[config.mk]
export PLATFORM = sky130hd
export DESIGN_NAME = pfsc_ctrl
export DESIGN_NICKNAME = d
export VERILOG_FILES = /design/src/pkg/pfsc_pkg.sv /design/src/hdl/pfsc_ctrl.sv
export VERILOG_INCLUDE_DIRS = /design/src /design/src/pkg
export SDC_FILE = /design/constraint.sdc
export NUM_CORES = 1
export LEC_CHECK = 0
export BUFFER_PORTS_ARGS = -buffer_cell sky130_fd_sc_hd__buf_4
export CORE_ASPECT_RATIO = 1.4
export CORE_UTILIZATION = 52
export DETAILED_ROUTE_END_ITERATION = 12
export HOLD_SLACK_MARGIN = 0.12
export PLACE_DENSITY = 0.85
export SYNTH_ARGS = -nofsm -noshare
export SYNTH_HDL_FRONTEND = slang
export SYNTH_SLANG_ARGS = --single-unit
[constraint.sdc]
create_clock -name mclk_in -period 6.3 [get_ports mclk_in]
set_input_delay 0.315 -clock mclk_in [delete_from_list [all_inputs] [get_ports mclk_in]]
set_output_delay 0.315 -clock mclk_in [all_outputs]
set_load 0.02 [all_outputs]
[src/pkg/pfsc_defines.svh]
// Constants for the program flash swap state controller.
// Included by the package and the design; definitions only.
`ifndef PFSC_DEFINES_SVH
`define PFSC_DEFINES_SVH
`define PFSC_ADDR_W 20
`define PFSC_SECT_MASK 20'hff800
`define PFSC_ST_W 3
`define PFSC_CODE_UNINIT 3'h0
`define PFSC_CODE_READY 3'h1
`define PFSC_CODE_UPDATE 3'h2
`define PFSC_CODE_UPD_ERASED 3'h3
`define PFSC_CODE_COMPLETE 3'h4
`define PFSC_CMD_W 3
`define PFSC_CMD_STATUS 3'h0
`define PFSC_CMD_INIT 3'h1
`define PFSC_CMD_UPDATE 3'h2
`define PFSC_CMD_UPD_ERASED 3'h3
`define PFSC_CMD_COMPLETE 3'h4
`define PFSC_CMD_ERASE_ALL 3'h5
`define PFSC_CMD_PROGRAM 3'h6
`define PFSC_CMD_ERASE_SECT 3'h7
`endif

[src/pkg/pfsc_pkg.sv]
// Types for the program flash swap state controller.
// Assumes pfsc_defines.svh is on the include path.
`include "pfsc_defines.svh"
package pfsc_pkg;
    typedef enum logic [4:0] {
        PFSC_UNINIT = 5'h01,
        PFSC_READY = 5'h02,
        PFSC_UPDATE = 5'h04,
        PFSC_UPD_ERASED = 5'h08,
        PFSC_COMPLETE = 5'h10
    } pfsc_state_t;

    typedef struct packed {
        logic valid;
        logic [`PFSC_CMD_W-1:0] code;
        logic [`PFSC_ADDR_W-1:0] addr;
        logic upper_blk;
    } pfsc_cmd_t;

    // Indicator contents as recovered from flash at reset.
    typedef struct packed {
        logic enabled;
        logic [`PFSC_ADDR_W-1:0] ind_addr;
        logic [`PFSC_ST_W-1:0] state_code;
        logic corrupted;
        logic blk_swapped;
    } pfsc_nv_t;

    typedef struct packed {
        logic done;
        logic access_error_flag;
        logic command_error_flag;
        logic [`PFSC_ST_W-1:0] state_code;
    } pfsc_status_t;

    typedef struct packed {
        pfsc_state_t state;
        logic enabled;
        logic [`PFSC_ADDR_W-1:0] ind_addr;
        logic swapped;
        logic corrupted;
        pfsc_status_t status;
        logic op_go;
    } pfsc_regs_t;
endpackage : pfsc_pkg

[src/hdl/pfsc_ctrl.sv]
// Swap state controller for a dual-block program flash.
// Assumes the indicator contents arrive valid in the reset cycle and that the
// program/erase engine outside acts on op_go_out and persists nv_out.
`timescale 1ns/1ps
`include "pfsc_defines.svh"

// Functional notes
// - Every reset reloads the swap state from the stored indicators: Uninitialized when not enabled, else Ready, Update or Update-Erased.
// - Corrupted indicators make the swap-status command set the command error flag.
// - Corrupted indicators still yield a valid block mapping and a full swap sequence clears them.
// - Command errors show as the access error flag in the flash status register; the command error flag only reports corruption.
// - The reset after Complete exchanges the blocks by inverting the stored swap flag, and the state is Ready.
// - Before initialisation the swap-status command reports Uninitialized.
// - Programs aimed at the indicator locations are refused.
// - Erase-all returns the swap system to Uninitialized and alone frees the indicator address.
// - The active indicator sector is never erased; the other only in Update or Update-Erased.
module pfsc_ctrl #(
    parameter int ADDR_W = `PFSC_ADDR_W,
    parameter logic [ADDR_W-1:0] SECT_MASK = `PFSC_SECT_MASK
) (
    input wire logic mclk_in,
    input wire logic rstn_in,
    input wire pfsc_pkg::pfsc_nv_t nv_in,
    input wire pfsc_pkg::pfsc_cmd_t cmd_in,
    output pfsc_pkg::pfsc_status_t status_out,
    output pfsc_pkg::pfsc_nv_t nv_out,
    output logic op_go_out,
    output logic blk_swapped_out
);
    import pfsc_pkg::*;

    pfsc_regs_t r_q;
    pfsc_regs_t r_d;

    function automatic logic [`PFSC_ST_W-1:0] enc(input pfsc_state_t s);
        unique case (s)
            PFSC_UNINIT: enc = `PFSC_CODE_UNINIT;
            PFSC_READY: enc = `PFSC_CODE_READY;
            PFSC_UPDATE: enc = `PFSC_CODE_UPDATE;
            PFSC_UPD_ERASED: enc = `PFSC_CODE_UPD_ERASED;
            PFSC_COMPLETE: enc = `PFSC_CODE_COMPLETE;
            default: enc = `PFSC_CODE_UNINIT;
        endcase
    endfunction : enc

    function automatic pfsc_state_t dec(input logic [`PFSC_ST_W-1:0] c);
        unique case (c)
            `PFSC_CODE_UPDATE: dec = PFSC_UPDATE;
            `PFSC_CODE_UPD_ERASED: dec = PFSC_UPD_ERASED;
            `PFSC_CODE_COMPLETE: dec = PFSC_COMPLETE;
            default: dec = PFSC_READY;
        endcase
    endfunction : dec

    // Both update states open the nonactive indicator sector and may move on to Complete.
    function automatic logic in_update(input pfsc_state_t s);
        in_update = (s == PFSC_UPDATE) || (s == PFSC_UPD_ERASED);
    endfunction : in_update

    logic in_ind_sect;
    logic is_ind_word;
    logic active_sect;

    // The indicators sit at the same offset in both blocks, so only the in-block offset is matched.
    // Which block a command aims at is told apart by upper_blk alone.
    assign in_ind_sect = (cmd_in.addr & SECT_MASK) == (r_q.ind_addr & SECT_MASK);
    assign is_ind_word = cmd_in.addr == r_q.ind_addr;
    // Upper block is the nonactive one at this point of the logical map.
    assign active_sect = in_ind_sect && !cmd_in.upper_blk;

    always_comb
    begin
        r_d = r_q;
        // Pulses fall back to zero unless a command raises them in this cycle.
        r_d.op_go = 1'b0;
        r_d.status.done = 1'b0;
        if (!rstn_in)
        begin
            // Reload from indicators; corruption falls back to Ready mapping.
            r_d.enabled = nv_in.enabled;
            r_d.ind_addr = nv_in.ind_addr;
            r_d.corrupted = nv_in.enabled && nv_in.corrupted;
            r_d.swapped = nv_in.blk_swapped;
            r_d.status = '0;
            if (!nv_in.enabled)
            begin
                r_d.state = PFSC_UNINIT;
            end
            else if (nv_in.corrupted)
            begin
                r_d.state = PFSC_READY;
            end
            else if (dec(nv_in.state_code) == PFSC_COMPLETE)
            begin
                r_d.swapped = !nv_in.blk_swapped;
                r_d.state = PFSC_READY;
            end
            else
            begin
                // Unknown codes decode to Ready, so a garbled state field still boots a usable map.
                r_d.state = dec(nv_in.state_code);
            end
        end
        else if (cmd_in.valid)
        begin
            r_d.status.done = 1'b1;
            r_d.status.access_error_flag = 1'b0;
            r_d.status.command_error_flag = 1'b0;
            unique case (cmd_in.code)
                `PFSC_CMD_STATUS:
                begin
                    // The flag tells the firmware that one full swap pass must rewrite the indicators.
                    r_d.status.command_error_flag = r_q.corrupted;
                end
                `PFSC_CMD_INIT:
                begin
                    // Only taken once; after that only erase-all frees the indicator address.
                    if (r_q.state != PFSC_UNINIT)
                    begin
                        r_d.status.access_error_flag = 1'b1;
                    end
                    else
                    begin
                        r_d.enabled = 1'b1;
                        r_d.ind_addr = cmd_in.addr;
                        r_d.state = PFSC_READY;
                    end
                end
                `PFSC_CMD_UPDATE:
                begin
                    if (r_q.state == PFSC_READY)
                    begin
                        r_d.state = PFSC_UPDATE;
                    end
                    else
                    begin
                        r_d.status.access_error_flag = 1'b1;
                    end
                end
                `PFSC_CMD_UPD_ERASED:
                begin
                    if (r_q.state == PFSC_UPDATE)
                    begin
                        r_d.state = PFSC_UPD_ERASED;
                    end
                    else
                    begin
                        r_d.status.access_error_flag = 1'b1;
                    end
                end
                `PFSC_CMD_COMPLETE:
                begin
                    // Update may skip the erased step when the firmware does not report it.
                    if (in_update(r_q.state))
                    begin
                        r_d.state = PFSC_COMPLETE;
                        r_d.corrupted = 1'b0;
                    end
                    else
                    begin
                        r_d.status.access_error_flag = 1'b1;
                    end
                end
                `PFSC_CMD_ERASE_ALL:
                begin
                    // The engine wipes both blocks and the swap words, so it is started as for any erase.
                    r_d.state = PFSC_UNINIT;
                    r_d.enabled = 1'b0;
                    r_d.ind_addr = '0;
                    r_d.corrupted = 1'b0;
                    r_d.op_go = 1'b1;
                end
                `PFSC_CMD_PROGRAM:
                begin
                    // Offsets are shared, so the indicator word is refused in either block.
                    if (r_q.enabled && is_ind_word)
                    begin
                        r_d.status.access_error_flag = 1'b1;
                    end
                    else
                    begin
                        r_d.op_go = 1'b1;
                    end
                end
                `PFSC_CMD_ERASE_SECT:
                begin
                    if (r_q.enabled && in_ind_sect && (active_sect || !in_update(r_q.state)))
                    begin
                        r_d.status.access_error_flag = 1'b1;
                    end
                    else
                    begin
                        r_d.op_go = 1'b1;
                    end
                end
                default:
                begin
                    r_d.status.access_error_flag = 1'b1;
                end
            endcase
        end
        r_d.status.state_code = enc(r_d.state);
    end

    // The reset is folded into the next-state logic, so this register needs no branch of its own.
    always_ff @(posedge mclk_in)
    begin
        r_q <= r_d;
    end

    assign status_out = r_q.status;
    assign op_go_out = r_q.op_go;
    assign blk_swapped_out = r_q.swapped;
    // The image comes straight from registers, so the engine never persists a combinational glitch.
    assign nv_out.enabled = r_q.enabled;
    assign nv_out.ind_addr = r_q.ind_addr;
    assign nv_out.state_code = r_q.status.state_code;
    assign nv_out.corrupted = r_q.corrupted;
    assign nv_out.blk_swapped = r_q.swapped;
endmodule : pfsc_ctrl

==> flow_metrics.env <==
export IMPL_synth_common_cells="32 x buf_4, 23 x edfxtp_1, 23 x xnor2_1, 21 x a22o_1, 12 x dfxtp_1"
export IMPL_r2r_setup_slack_ps=3930
export IMPL_synth_main_ff_cell="edfxtp_1"
export IMPL_p_leak_nw=1.10
export IMPL_ir_worst_vdd_mv=0.212
export IMPL_cts_buffer_depth=2
export IMPL_period_minus_slack_ps=2370
export IMPL_n_antenna_cell=0
export IMPL_post_cts_setup_buffers=0
export IMPL_clk_latency_ps=280
export IMPL_busiest_layer="met2"
export IMPL_tightest_slew_ps=1040
export IMPL_num_rows=27
export IMPL_grt_met3_usage_pct=5.00
export IMPL_synth_edf_count=23
export IMPL_die_h_um=78.0
export IMPL_nNetsFinal=315
export IMPL_num_vias=1761
export IMPL_arrival_ps=2270
export IMPL_grt_usage_pct=23.0
export IMPL_post_route_period_util_pct=37.6
export IMPL_grtUsageMet1_pct=27.7
export IMPL_clk_pin_slew_ps=70
export IMPL_core_area_um2=3950
export IMPL_startpoint_type="flip-flop"
export IMPL_finalHoldViolations=0
export IMPL_grt_use_met2_pct=40.2
export IMPL_cts_made_buffers=5
export IMPL_worstSetupEndpointType="flip-flop"
export IMPL_synth_cell_types=43
export IMPL_setup_ws_ps=3930
export IMPL_worstSetupEndpoint="nv_out[8]"
export IMPL_dieArea_um2=4390
export IMPL_r2r_cells=5
export IMPL_ctsResizeCount=0
export IMPL_die_w_um=56.3
export IMPL_drc_errors=0
export IMPL_firstDrtPassIters=4
export IMPL_syn_area_um2=2140
export IMPL_antenna_found_initial=0
export IMPL_async_flop_share_pct=0
export IMPL_grt_setup_unrepaired="false"
export IMPL_synth_top_cell_area_share_pct=32.2
export IMPL_setup_violations=0
export IMPL_wl_per_cell_um=16.0
export IMPL_place_congestion=0.920
export IMPL_synth_top_area_cell="edfxtp_1"
export IMPL_ctsHoldBuffers=0
export IMPL_io_pins=87
export IMPL_vias_per_cell=5.75
export IMPL_rr_endpoint="nv_out[8]"
export IMPL_setup_tns_ps=0
export IMPL_r2r_start="r_q[33]"
export IMPL_holdCritPathClass="input pin to flip-flop"
export IMPL_syn_inst=211
export IMPL_grt_pass1_vias=1696
export IMPL_drt_initial_drc_count=102
export IMPL_slew_headroom_pct=30.5
export IMPL_critPathMaxFanout=21
export IMPL_power_density_nw_per_um2=213
export IMPL_critical_path_class="flip-flop to flip-flop"
export IMPL_max_freq_mhz=422
export IMPL_drive_above_1_share_pct=36.5
export IMPL_cts_root_buf="clkbuf_8"
export IMPL_synth_fp_nets=264
export IMPL_yosys_register_bits=35
export IMPL_syn_area_per_cell_um2=10.2
export IMPL_grt_pass1_wl_mm=7.87
export IMPL_tritoncts="built"
export IMPL_portBuffers=86
export IMPL_yosysMostFrequentCell="buf_4"
export IMPL_grt_max_degree=27
export IMPL_skew_ps=3.07
export IMPL_start_util_pct=54.3
export IMPL_outcome="completed"
export IMPL_place_ws_ps=3730
export IMPL_drv_cap=0
export IMPL_grt_ovfl_total=0
export IMPL_clock_sinks=35
export IMPL_required_ps=6200
export IMPL_htreeDepth=2
export IMPL_synth_area_top_cells="edfxtp_1 32%, dfxtp_1 11%, buf_4 11%, xnor2_1 9.4%, a22o_1 8.6%"
export IMPL_ant_nets=0
export IMPL_slew_viol_final=0
export IMPL_ys_seq_area_share_pct=43.4
export IMPL_area_delta_synth_final_pct=23.9
export IMPL_hpwl_mm=3.76
export IMPL_startpoint="r_q[33]"
export IMPL_synth_warnings=0
export IMPL_wl_mm=4.89
cell type report:
cell class / instances / area (µm²)
Clock buffer: 7 / 76.3
Clock inverter: 1 / 5.00
Fill cell: 327 / 1290
Inverter: 9 / 33.8
Multi-Input combinational cell: 125 / 912
Sequential cell: 35 / 931
Tap cell: 43 / 53.8
Timing Repair Buffer: 86 / 646
cell families after synthesis:
| logic type | count (synthesis) | share of synthesized area [%] |
|---|---|---|
| buffers and inverters | 51 | 14.7 |
| flip-flops | 35 | 43.4 |
| XOR/XNOR | 25 | 10.2 |
| AND/OR/NAND/NOR | 53 | 13.5 |
| AO/OA/AOI/OAI | 47 | 18.2 |
worst min path at each step:
| stage | start | endpoint | slack (ps) | cells after the start |
|---|---|---|---|---|
| 2_1_floorplan | status_out[3] | status_out[3] | 430 | 2 |
| 3_3_place_gp | status_out[3] | status_out[3] | 440 | 2 |
| 3_5_place_dp | status_out[3] | status_out[3] | 450 | 2 |
| 4_1_cts | cmd_in[24] | status_out[4] | 320 | 2 |
| 5_1_grt | nv_in[6] | nv_out[6] | 320 | 2 |
| 6_report | cmd_in[24] | status_out[4] | 320 | 2 |
cell usage in the layout (no fill, tap or decap), drive strengths merged, types with 4 or more instances in the layout:
| master | n |
|---|---|
| buf | 86 |
| edfxtp | 23 |
| a31oi | 5 |
| inv | 8 |
| o21ai | 4 |
| nand4 | 6 |
| nor2 | 6 |
| nand2 | 11 |
| xnor2 | 23 |
| nor3 | 7 |
| a22o | 21 |
| nand3 | 4 |
| dfxtp | 12 |
| clkbuf | 7 |
registers in the layout, summed over array words and instances, names as in the netlist:
register         flops
status_out           3
nv_out              25
r_q                  5
blk_swapped_out      1
op_go_out            1
where the power goes:
part | switching (mW) | internal (mW) | total, mW
Sequential | 0.0120 | 0.264 | 0.276
Combinational | 0.0686 | 0.0676 | 0.136
Clock | 0.0764 | 0.0775 | 0.154
Total | 0.157 | 0.409 | 0.566
layer usage:
metal / share of wire (%) / routed length [µm]
met5: 0 / 0
met4: 2.1 / 105
met3: 7.6 / 373
met2: 52 / 2540
met1: 38 / 1880
worst max-delay path: stages (launching register included):
cell and delay [ps]:
dfxtp_1 400, nor3_1 330, nand2_1 140, nor2_1 190, nor2_1 100, o31ai_4 840
metrics by stage:
step                      std cells  area [µm²]  hold slack, ps  total power, mW  utilization (%)
after floorplan                 211        2140             432            0.370                -
after global placement          298        2580             441            0.413             65.2
after detailed placement        298        2580             454            0.416             65.2
after CTS                       306        2660             318            0.569             67.2
after global routing            306        2660             324            0.593             67.2
final                           306        2660             324            0.566             67.2
(Power assumes the default switching activity.)
